$ cat src/rtl/lie_defines.vh
// Constants for the display controller instruction executor
`ifndef LIE_DEFINES_VH
`define LIE_DEFINES_VH

// ----------------------------------------------------------------------------
// Timing
// ----------------------------------------------------------------------------
`define LIE_CLK_PERIOD_NS   10
`define LIE_EXEC_TIME_NS    83400
`define LIE_BUSY_W          14

// ----------------------------------------------------------------------------
// APB register map (byte addresses)
// ----------------------------------------------------------------------------
`define LIE_ADDR_W          8
`define LIE_OFF_CMD         8'h00
`define LIE_OFF_STAT        8'h04
`define LIE_OFF_RAMD        8'h08

// Command register fields
`define LIE_CMD_RS          8

// Status register fields
`define LIE_ST_BUSY         0
`define LIE_ST_PWR          1
`define LIE_ST_DISP         2
`define LIE_ST_CURS         3
`define LIE_ST_BLINK        4
`define LIE_ST_INCR         5
`define LIE_ST_SHEN         6
`define LIE_ST_DEN          7
`define LIE_ST_OFF_LO       8
`define LIE_ST_AC_LO        16
`define LIE_ST_CON_LO       24

// ----------------------------------------------------------------------------
// Instruction bits
// ----------------------------------------------------------------------------
`define LIE_I_ADDR          7
`define LIE_I_CONTRAST      6
`define LIE_I_FUNC          5
`define LIE_I_SHIFT         4
`define LIE_I_DISPCTL       3
`define LIE_I_ENTRY         2
`define LIE_I_HOME          1
`define LIE_B_SC            3
`define LIE_B_RL            2
`define LIE_B_D             2
`define LIE_B_C             1
`define LIE_B_B             0
`define LIE_B_ID            1
`define LIE_B_S             0
`define LIE_B_PWR           0

// ----------------------------------------------------------------------------
// Address map and reset values
// ----------------------------------------------------------------------------
`define LIE_RAM_AW          7
`define LIE_RAM_DEPTH       128
`define LIE_LINE_LAST       4'hb
`define LIE_LINE_FIRST      4'h0
`define LIE_GLYPH_MASK      8'h1f
`define LIE_AC_RST          7'h00
`define LIE_OFF_RST         4'h0
`define LIE_OFF_LAST        4'hb
`define LIE_CON_RST         4'h0

`endif

$ cat src/rtl/lie_executor.v
// Instruction executor of a 12x4 character display controller with APB access
//
// Overview of operation
// - Highest set bit 4: cursor/display shift, select bit 3, direction bit 2, no RAM.
// - Cursor select: direction 0 decrements address, 1 increments it.
// - Display select: direction 0 shifts left, 1 right, cursor follows.
// - A display-only shift leaves the address counter unchanged.
// - Cursor past twelfth position of a line goes to next line start.
// - All lines shift together, rotating only within their own line.
// - Function set bit 0: 1 normal, 0 power-down with display forced off.
// - After power-down the display stays off until a display-on instruction.
// - Contrast instruction loads bits 3..0 into the 16-level contrast register.
// - Bit 7 set loads bits 6..0 into the address counter.
// - Map: lines 00-0B,10-1B,20-2B,30-3B; glyph 40-5F; icons 60-7F.
// - Data transfer writes its byte into the RAM that the address selects; at 40-7F only bits 4..0 are kept.
// - After each data write the address counter steps by entry mode.
// - Power-down blanks display, stops main oscillator, starts sub oscillator.
// - Power-down halts key scan and voltage generation, keeps RAM contents.
// - Increment flag 1 increments address; 0 decrements it.
// - Address set, cursor shift and data write are busy 83.4 us; display shift none.
`timescale 1ns/1ps
`include "lie_defines.vh"
module lie_executor #(
    parameter EXEC_CYCLES = `LIE_EXEC_TIME_NS / `LIE_CLK_PERIOD_NS
) (
    input  wire                   pclk,
    input  wire                   presetn,
    input  wire                   psel,
    input  wire                   penable,
    input  wire                   pwrite,
    input  wire [`LIE_ADDR_W-1:0] paddr,
    input  wire [31:0]            pwdata,
    output wire [31:0]            prdata,
    output wire                   pready,
    output wire                   pslverr,
    output wire [6:0]             address_counter,
    output wire [3:0]             contrast_code,
    output wire [3:0]             shift_offset,
    output wire                   display_enable,
    output wire                   cursor_enable,
    output wire                   blink_enable,
    output wire                   main_osc_en,
    output wire                   sub_osc_en,
    output wire                   key_scan_en,
    output wire                   volt_gen_en,
    output wire                   busy
);

    // Load value cut to the counter width on purpose
    localparam [`LIE_BUSY_W-1:0] EXEC_LOAD = EXEC_CYCLES[`LIE_BUSY_W-1:0];
    localparam [`LIE_BUSY_W-1:0] BUSY_ONE  = {{(`LIE_BUSY_W-1){1'b0}}, 1'b1};

    // ------------------------------------------------------------------------
    // Helper functions
    // ------------------------------------------------------------------------

    // True where an address holds real RAM
    function is_mapped;
        input [6:0] a;
        begin
            is_mapped = a[6] | (a[3:0] <= `LIE_LINE_LAST);
        end
    endfunction

    // Next address counter value, with line wrap inside the display area
    function [6:0] step_addr;
        input [6:0] a;
        input       up;
        begin
            if (a[6]) begin
                step_addr = up ? a + 7'h01 : a - 7'h01;
            end else if (up) begin
                if (a[3:0] == `LIE_LINE_LAST) begin
                    step_addr = {1'b0, a[5:4] + 2'h1, `LIE_LINE_FIRST};
                end else begin
                    step_addr = a + 7'h01;
                end
            end else begin
                if (a[3:0] == `LIE_LINE_FIRST) begin
                    step_addr = {1'b0, a[5:4] - 2'h1, `LIE_LINE_LAST};
                end else begin
                    step_addr = a - 7'h01;
                end
            end
        end
    endfunction

    // One display shift step; one offset for all lines keeps them in step
    function [3:0] shift_step;
        input [3:0] off;
        input       right;
        begin
            if (right) begin
                shift_step = (off == `LIE_OFF_RST) ? `LIE_OFF_LAST : off - 4'h1;
            end else begin
                shift_step = (off == `LIE_OFF_LAST) ? `LIE_OFF_RST : off + 4'h1;
            end
        end
    endfunction

    // ------------------------------------------------------------------------
    // State registers
    // ------------------------------------------------------------------------
    reg [31:0]            prdata_q;
    reg                   pready_q;
    reg                   pslverr_q;
    reg                   wr_ok_q;
    reg [6:0]             ac_q;
    reg [6:0]             ac_d;
    reg [3:0]             con_q;
    reg [3:0]             con_d;
    reg [3:0]             off_q;
    reg [3:0]             off_d;
    reg                   pwr_q;
    reg                   pwr_d;
    reg                   sub_osc_q;
    reg                   disp_q;
    reg                   disp_d;
    reg                   den_q;
    reg                   curs_q;
    reg                   curs_d;
    reg                   blink_q;
    reg                   blink_d;
    reg                   incr_q;
    reg                   incr_d;
    reg                   shen_q;
    reg                   shen_d;
    reg [`LIE_BUSY_W-1:0] cnt_q;
    reg [`LIE_BUSY_W-1:0] cnt_d;
    reg                   busy_q;
    reg                   ram_we;
    reg [31:0]            rd_word;
    reg                   rd_err;
    reg                   wr_ok_d;

    wire [7:0]            ram_rdata;
    wire [7:0]            db      = pwdata[7:0];
    wire                  rs      = pwdata[`LIE_CMD_RS];
    wire                  acc     = psel & penable;
    wire                  take    = acc & pready_q;
    wire                  cmd_go  = take & wr_ok_q;
    wire [7:0]            ram_wd  = ac_q[6] ? (db & `LIE_GLYPH_MASK) : db;

    // ------------------------------------------------------------------------
    // Shared RAM, addressed by the address counter
    // ------------------------------------------------------------------------
    lie_ram #(
        .DEPTH (`LIE_RAM_DEPTH),
        .AW    (`LIE_RAM_AW),
        .DW    (8)
    ) u_ram (
        .clk     (pclk),
        .we      (ram_we),
        .addr    (ac_q),
        .wdata   (ram_wd),
        .rdata_q (ram_rdata)
    );

    // ------------------------------------------------------------------------
    // APB read mux and error decode, taken in the first access cycle
    // ------------------------------------------------------------------------
    always @* begin
        rd_word = 32'h0000_0000;
        rd_err  = 1'b0;
        wr_ok_d = 1'b0;
        if (pwrite) begin
            if (paddr == `LIE_OFF_CMD) begin
                wr_ok_d = ~busy_q;            // Busy refuses the command
                rd_err  = busy_q;
            end else begin
                rd_err  = 1'b1;               // Read-only or unmapped
            end
        end else begin
            case (paddr)
                `LIE_OFF_CMD: begin
                    rd_word = 32'h0000_0000;
                end
                `LIE_OFF_STAT: begin
                    rd_word[`LIE_ST_BUSY]             = busy_q;
                    rd_word[`LIE_ST_PWR]              = pwr_q;
                    rd_word[`LIE_ST_DISP]             = disp_q;
                    rd_word[`LIE_ST_CURS]             = curs_q;
                    rd_word[`LIE_ST_BLINK]            = blink_q;
                    rd_word[`LIE_ST_INCR]             = incr_q;
                    rd_word[`LIE_ST_SHEN]             = shen_q;
                    rd_word[`LIE_ST_DEN]              = den_q;
                    rd_word[`LIE_ST_OFF_LO+3:`LIE_ST_OFF_LO] = off_q;
                    rd_word[`LIE_ST_AC_LO+6:`LIE_ST_AC_LO]   = ac_q;
                    rd_word[`LIE_ST_CON_LO+3:`LIE_ST_CON_LO] = con_q;
                end
                `LIE_OFF_RAMD: begin
                    rd_word[7:0] = ram_rdata;
                end
                default: begin
                    rd_err = 1'b1;
                end
            endcase
        end
    end

    // ------------------------------------------------------------------------
    // Instruction decode and execution
    // ------------------------------------------------------------------------
    always @* begin
        ac_d    = ac_q;
        con_d   = con_q;
        off_d   = off_q;
        pwr_d   = pwr_q;
        disp_d  = disp_q;
        curs_d  = curs_q;
        blink_d = blink_q;
        incr_d  = incr_q;
        shen_d  = shen_q;
        ram_we  = 1'b0;
        cnt_d   = (cnt_q != {`LIE_BUSY_W{1'b0}}) ? cnt_q - BUSY_ONE : cnt_q;
        if (cmd_go) begin
            if (rs) begin
                // Data write into the RAM the address counter selects
                ram_we = is_mapped(ac_q);
                ac_d   = step_addr(ac_q, incr_q);
                cnt_d  = EXEC_LOAD;
                if (shen_q && !ac_q[6]) begin
                    off_d = shift_step(off_q, ~incr_q);
                end
            end else if (db[`LIE_I_ADDR]) begin
                ac_d  = db[6:0];
                cnt_d = EXEC_LOAD;
            end else if (db[`LIE_I_CONTRAST]) begin
                con_d = db[3:0];
            end else if (db[`LIE_I_FUNC]) begin
                // Accepted in either power state
                pwr_d = db[`LIE_B_PWR];
                if (!db[`LIE_B_PWR]) begin
                    disp_d = 1'b0;
                end
            end else if (db[`LIE_I_SHIFT]) begin
                if (db[`LIE_B_SC]) begin
                    off_d = shift_step(off_q, db[`LIE_B_RL]);
                end else begin
                    ac_d  = step_addr(ac_q, db[`LIE_B_RL]);
                    cnt_d = EXEC_LOAD;
                end
            end else if (db[`LIE_I_DISPCTL]) begin
                disp_d  = db[`LIE_B_D];
                curs_d  = db[`LIE_B_C];
                blink_d = db[`LIE_B_B];
            end else if (db[`LIE_I_ENTRY]) begin
                incr_d = db[`LIE_B_ID];
                shen_d = db[`LIE_B_S];
            end else if (db[`LIE_I_HOME]) begin
                ac_d  = `LIE_AC_RST;
                off_d = `LIE_OFF_RST;
                cnt_d = EXEC_LOAD;
            end
        end
    end

    // ------------------------------------------------------------------------
    // APB handshake: one wait cycle, then completion
    // ------------------------------------------------------------------------
    always @(posedge pclk or negedge presetn) begin
        if (!presetn) begin
            prdata_q  <= 32'h0000_0000;
            pready_q  <= 1'b0;
            pslverr_q <= 1'b0;
            wr_ok_q   <= 1'b0;
        end else if (acc && !pready_q) begin
            prdata_q  <= rd_word;
            pready_q  <= 1'b1;
            pslverr_q <= rd_err;
            wr_ok_q   <= wr_ok_d;
        end else begin
            prdata_q  <= 32'h0000_0000;
            pready_q  <= 1'b0;
            pslverr_q <= 1'b0;
            wr_ok_q   <= 1'b0;
        end
    end

    // ------------------------------------------------------------------------
    // Control state and registered outputs
    // ------------------------------------------------------------------------
    always @(posedge pclk or negedge presetn) begin
        if (!presetn) begin
            ac_q      <= `LIE_AC_RST;
            con_q     <= `LIE_CON_RST;
            off_q     <= `LIE_OFF_RST;
            pwr_q     <= 1'b1;
            sub_osc_q <= 1'b0;
            disp_q    <= 1'b0;
            den_q     <= 1'b0;
            curs_q    <= 1'b0;
            blink_q   <= 1'b0;
            incr_q    <= 1'b1;
            shen_q    <= 1'b0;
            cnt_q     <= {`LIE_BUSY_W{1'b0}};
            busy_q    <= 1'b0;
        end else begin
            ac_q      <= ac_d;
            con_q     <= con_d;
            off_q     <= off_d;
            pwr_q     <= pwr_d;
            sub_osc_q <= ~pwr_d;
            disp_q    <= disp_d;
            den_q     <= disp_d & pwr_d;
            curs_q    <= curs_d;
            blink_q   <= blink_d;
            incr_q    <= incr_d;
            shen_q    <= shen_d;
            cnt_q     <= cnt_d;
            busy_q    <= (cnt_d != {`LIE_BUSY_W{1'b0}});
        end
    end

    // ------------------------------------------------------------------------
    // Output wiring, each straight from a flip-flop
    // ------------------------------------------------------------------------
    assign prdata          = prdata_q;
    assign pready          = pready_q;
    assign pslverr         = pslverr_q;
    assign address_counter = ac_q;
    assign contrast_code   = con_q;
    assign shift_offset    = off_q;
    assign display_enable  = den_q;
    assign cursor_enable   = curs_q;
    assign blink_enable    = blink_q;
    assign main_osc_en     = pwr_q;
    assign sub_osc_en      = sub_osc_q;
    assign key_scan_en     = pwr_q;
    assign volt_gen_en     = pwr_q;

    assign busy            = busy_q;

endmodule // lie_executor

$ cat src/rtl/lie_ram.v
// Shared display, glyph and icon RAM with registered read data
`timescale 1ns/1ps
module lie_ram #(
    parameter DEPTH = 128,
    parameter AW    = 7,
    parameter DW    = 8
) (
    input  wire          clk,
    input  wire          we,
    input  wire [AW-1:0] addr,
    input  wire [DW-1:0] wdata,
    output reg  [DW-1:0] rdata_q
);

    reg [DW-1:0] mem [0:DEPTH-1];

    // Read first port, read data one cycle behind the address
    always @(posedge clk) begin
        if (we) begin
            mem[addr] <= wdata;
        end
        rdata_q <= mem[addr];
    end

endmodule // lie_ram

$ cat config.mk
export PLATFORM = sky130hd
export DESIGN_NAME = lie_executor
export DESIGN_NICKNAME = d
export VERILOG_FILES = /design/src/rtl/lie_executor.v /design/src/rtl/lie_ram.v
export VERILOG_INCLUDE_DIRS = /design/src /design/src/rtl
export SDC_FILE = /design/constraint.sdc
export NUM_CORES = 1
export LEC_CHECK = 0
export ABC_AREA = 1
export BUFFER_PORTS_ARGS = -buffer_cell sky130_fd_sc_hd__buf_2
export CAP_MARGIN = 0
export CORE_MARGIN = 1.5
export CORE_UTILIZATION = 25
export DETAILED_ROUTE_END_ITERATION = 16
export PLACE_DENSITY_LB_ADDON = 0.2
export SYNTH_ARGS = -nofsm -noshare
export SYNTH_HDL_FRONTEND = slang
export SYNTH_HIERARCHICAL = 1
export SYNTH_SLANG_ARGS = --single-unit
$ cat constraint.sdc
create_clock -name pclk -period 10.62 [get_ports pclk]
set_input_delay 2.124 -clock pclk [delete_from_list [all_inputs] [get_ports pclk]]
set_output_delay 2.124 -clock pclk [all_outputs]
set_load 0.005 [all_outputs]
* Yosys cells after proc, flatten, opt, wreduce, memory -nomap -nowiden
Memories as Yosys holds them, arrays and structs flattened. A register that Yosys moved wholly into a read port is not among the register bits.
Cells that the tools add are included.
** Operators by class
- Reduce and logical (&&, ||, !) cells :: 17
- Add/subtract/negate cells :: 7
- Bitwise gates (word level) :: 13
- $lt $le $gt $ge :: 1
- Muxes and demuxes :: 74
- Eq/ne operators :: 15
** Operators by type and width (count)
- 2-to-1 mux 14 bit :: 11
- 2-to-1 mux 7 bit :: 18
- 2-to-1 mux 4 bit :: 16
- 2-to-1 mux 28 bit :: 2
- nonzero test 14 bit :: 2
- 2-to-1 mux 1 bit :: 25
- one-hot mux 8 bit (2 select lines) :: 1
- != test 3 x 1 -> 1 bit, second input constant :: 5
- subtractor 14 x 1 -> 14 bit, second input constant :: 1
- AND reduction 9 bit :: 1
- == test 4 bit, second input constant :: 2
- == test 8 x 3 -> 1 bit, second input constant :: 1
- == test 8 x 4 -> 1 bit, second input constant :: 1
- logical NOT 4 bit :: 2
- logical NOT 8 bit :: 1
- 2-to-1 mux 8 bit :: 1
- != test 2 x 1 -> 1 bit, second input constant :: 4
- NOT 1 bit :: 8
- AND reduction 8 bit :: 1
- adder 7 x 1 -> 7 bit, second input constant :: 1
- AND reduction 7 bit :: 1
- subtractor 7 x 1 -> 7 bit, second input constant :: 1
- AND reduction 6 bit :: 1
- adder 4 x 1 -> 4 bit, second input constant :: 1
- other kinds (14) :: 19
** Word-level totals
- Bits in registers :: 73
- Output and inout port bits :: 57
- RAM bits :: 1024
- Logic and storage cells :: 145
- Memories kept :: 1
- Input bits :: 45
** Memory list
- u_ram.mem :: words 128, bits a word 8, read ports 1, clocked after memory_dff 1, wr ports 1, line lie_ram.v:15 : reg [DW-1:0] mem [0:DEPTH-1];

* Longest topological paths before layout
- Depth after elaboration :: 12
- Gate-level depth with buffers :: 16
- Gate-level depth less buffers :: 13

* Hierarchy
The synthesis kept the hierarchy.
** Modules (own cells, without submodules)
- lie_ram :: instances 1, seq. area each 30909.6 um^2, cells an instance 4402, area each 43975.9 um^2
- lie_executor :: instances 1, seq. area each 1604.0 um^2, cells an instance 487, area each 3826.2 um^2

* Worst setup path before layout
No wires, ideal clock.
- Kind :: in2reg
- Start :: in pwdata[5]
- End :: mem u_ram.mem[0][5], data pin
- Stages on the path :: 2
- Arrival time :: 5.179 ns
- Setup slack :: 4.646 ns
- Setup time :: 0.796 ns
- Buffers on the path :: 0
- Data required time :: 9.824 ns
- Path through :: inv_1 -> nor2_1
** Between the ends
- Word-level cells in the longest chain between the ends :: 1
** RTL lines
- from (decl) :: line lie_executor.v:32 : input wire [31:0] pwdata,
- 2-to-1 mux 8 bit :: line lie_executor.v:142 : wire [7:0] ram_wd = ac_q[6] ? (db & `LIE_GLYPH_MASK) : db;
- named net ram_wd[5] :: line lie_executor.v:142
- to (decl) :: line lie_ram.v:15
The timed path passes the listed nets, and every way through them passes these cells.

* Worst setup path in the final report
- Start :: reg ac_q[0], in the netlist address_counter[0]
- End :: out address_counter[0]
** RTL lines
- from (decl) :: line lie_executor.v:108 : reg [6:0] ac_q;
- from (signal assigned) :: line lie_executor.v:285 : ac_q <= `LIE_AC_RST;
- to (decl) :: line lie_executor.v:36 : output wire [6:0] address_counter,
No word-level cell between the ends.

==> flow_metrics.tcl <==
set metrics [dict create \
    status "finished clean" \
    dpl.hpwl_um 79300 \
    synth_sequential_area_ratio_pct 68.0 \
    max-clock-path-buffers 3 \
    worst_hold_slack_ns 0.457 \
    num-nets-final 4956 \
    cp-end-kind "output port" \
    cell_count_after_synthesis 4889 \
    syn_to_final_growth_pct 13.9 \
    max-vdd-ir-drop_mv 0.129 \
    portBuffers 69 \
    timing.max_cap.violations 0 \
    wl_um 139000 \
    final.period_utilization_pct 44.2 \
    slew_headroom_pct 24.8 \
    routed-via-count 32000 \
    place_congestion 0.785 \
    total_die_area_um2 194000 \
    drtIter0Drc 2167 \
    final_util_pct 28.7 \
    setup_viol 0 \
    yosys_register_bits 1096 \
    yosys_warnings 6 \
    final_antenna_net_count 0 \
    floorplan.core_area_um2 190000 \
    total_grt_usage_pct 14.2 \
    yosysUniqueCellTypes 54 \
    fmaxAchievable_mhz 213 \
    clockRootBuffer "sky130_fd_sc_hd__clkbuf_16" \
    grt_antenna_before_repair 6 \
    cp_data_arrival_time_ns 2.57 \
    rsz0062_at_grt "false" \
    hp-class "flop to flop" \
    timing_worst_setup_path_type "flop to output port" \
    placementRows 160 \
    hold_path_startpoint "u_ram/rdata_q[4]" \
    synthArstFlopShare_pct 5.84 \
    die_x_um 440 \
    cts_sinks 1096 \
    grt_overflow 0 \
    finalClockSkew_ns 0.0204 \
    layout-drive-gt1-share_pct 6.95 \
    critical_path.reg2reg.startpoint "address_counter[0]" \
    post-cts-setup-buffers 0 \
    hold_fails_final_rpt 0 \
    dieHeight_um 440 \
    total_negative_slack_for_setup_checks_ns 0 \
    clk-insertion-delay-late_ns 0.75 \
    power_dens_cells_nw_per_um2 164 \
    max_slew_vio_count 0 \
    final.min_clock_period_ns 4.70 \
    power_leakage_uw 0.0221 \
    timing.critical_path.from_type "flop" \
    crit_start "address_counter[0]" \
    post_drt_wl_per_cell_um 18.5 \
    firstDrtPassIters 5 \
    vias_per_cell 4.25 \
    number_of_filler_instances_in_the_final_layout 19900 \
    finalInstanceArea_um2 54500 \
    clock_tree.htree_level_count 3 \
    post_cts_resized 0 \
    clkSlewWorstSetupHoldPaths_ns 0.06 \
    placedInstanceArea_um2 50600 \
    synth_edf_count 1024 \
    dominantRegCellSynth "sky130_fd_sc_hd__edfxtp_1" \
    worst-endpoint-required_ns 8.50 \
    worst-path-max-fanout 173 \
    grt_pass1_vias 31100 \
    synthesis.area_per_instance_um2 9.78 \
    drc_violation_count_after_routing 0 \
    initial_utilization_pct 25.2 \
    holdBufCountCts 0 \
    timing_worst_slew_pin_value_ns 1.13 \
    grt_max_degree 174 \
    total_clock_buffers_created_by_cts 120 \
    tritoncts "done" \
    mappedNetlistArea_um2 47800 \
    first_pass_grt_wire_length_um 206000 \
    pin_count 102 \
]
per-stage QoR:
step | worst slack [ns] | total power [µW] | cells
after global placement | 5.65 | 4880 | 7292
after floorplan | 4.65 | 4810 | 4897
after global routing | 5.68 | 9220 | 7519
final | 5.92 | 8920 | 7519
after CTS | 5.71 | 9060 | 7517
after detailed placement | 5.61 | 4890 | 7292
final cells by class:
| cell class | count | area (µm²) | area share [%] |
|---|---|---|---|
| inverters | 141 | 558 | 1.02 |
| clock buffers | 160 | 3150 | 5.79 |
| flip-flops and latches | 1096 | 32500 | 59.7 |
| clock inverters | 65 | 704 | 1.29 |
| diodes | 2 | 5.00 | 0.00919 |
| repair buffers | 119 | 827 | 1.52 |
| well taps | 2511 | 3140 | 5.77 |
| multi-input cells | 3425 | 13500 | 24.9 |
final timing paths:
check / endpoint / slack, ns / cells after the start
hold / removal: prdata[4] / 0.46 / 2
hold reg to reg: prdata[4] / 0.46 / 2
min in group asynchronous: prdata[0] / 1.55 / 2
setup / recovery: address_counter[0] / 5.92 / 2
setup reg to reg: u_ram/rdata_q[6] / 6.50 / 12
max in group asynchronous: address_counter[2] / 8.38 / 2
flip-flops by register name (all words and copies together), names as in the netlist, 4 cells and up:
name             cells
prdata              23
address_counter      7
u_ram/mem         1024
shift_offset         4
u_ram/rdata_q        8
contrast_code        4
cnt_q               14
synthesized netlist by cell type, types with 7 or more instances:
master                     instances  share of area (%)
sky130_fd_sc_hd__xor2_1            7               0.13
sky130_fd_sc_hd__inv_1           129                1.0
sky130_fd_sc_hd__buf_4            48               0.75
sky130_fd_sc_hd__inv_2             9              0.071
sky130_fd_sc_hd__dfxtp_1           8               0.34
sky130_fd_sc_hd__ha_1              8               0.21
sky130_fd_sc_hd__or2_2            10               0.13
sky130_fd_sc_hd__o21ai_0          28               0.29
sky130_fd_sc_hd__nor3_2           10               0.21
sky130_fd_sc_hd__dfrtp_1          62                3.2
sky130_fd_sc_hd__buf_1            19               0.15
sky130_fd_sc_hd__clkbuf_1         29               0.23
sky130_fd_sc_hd__edfxtp_1       1024                 64
sky130_fd_sc_hd__nor2_1          293                2.3
sky130_fd_sc_hd__nand2_1        2885                 23
sky130_fd_sc_hd__buf_2           134                1.4
sky130_fd_sc_hd__a21oi_1          28               0.29
sky130_fd_sc_hd__nor2_2            7              0.092
sky130_fd_sc_hd__nand3_1          75               0.79
sky130_fd_sc_hd__nor3_1            8              0.084
logic make-up (layout without fill, tap and decap cells):
family / after synthesis / count (layout) / share of synthesized area (%)
and+or+nand+nor: 3322 / 3322 / 26.9
AOI/OAI and AO/OA: 77 / 77 / 0.937
buffers and inverters: 376 / 485 / 3.77
xor gates and xnor gates: 8 / 8 / 0.147
muxes: 1 / 1 / 0.0209
other: 1 / 11 / 0.00784
adders and majority gates: 8 / 8 / 0.209
DFF: 1096 / 1096 / 68.0
cell usage in the layout (no fill, tap or decap), drive strengths merged, types with 7 or more instances in the layout:
| cell type | count |
|---|---|
| a21oi | 28 |
| buf | 119 |
| bufinv | 12 |
| clkbuf | 160 |
| clkinv | 48 |
| conb | 9 |
| dfrtp | 62 |
| dfxtp | 8 |
| edfxtp | 1024 |
| ha | 8 |
| inv | 145 |
| nand2 | 2890 |
| nand3 | 76 |
| nand4 | 7 |
| nor2 | 302 |
| nor3 | 21 |
| o21ai | 31 |
| or2 | 13 |
| xor2 | 7 |
worst max-delay path, cell delays in order (launching register included):
cell	delay [ns]
sky130_fd_sc_hd__dfrtp_4	0.91
sky130_fd_sc_hd__buf_12	0.61
sky130_fd_sc_hd__buf_2	0.24
routing by layer:
| metal | vias to the layer above | GRT usage, % | wire length, µm |
|---|---|---|---|
| met5 | - | 0 | 13 |
| met3 | 169 | 2.09 | 6640 |
| li1 | 15800 | - | - |
| met4 | 2 | 4.52 | 3540 |
| met1 | 15400 | 20.0 | 65600 |
| met2 | 665 | 22.5 | 63300 |
power breakdown:
part           switching [µW]  total [µW]  internal [µW]
clock                    1750        4130           2380
sequential               2.78        4700           4700
combinational            78.2        91.7           13.5
Note: power is estimated with default switching activity, not from simulation.
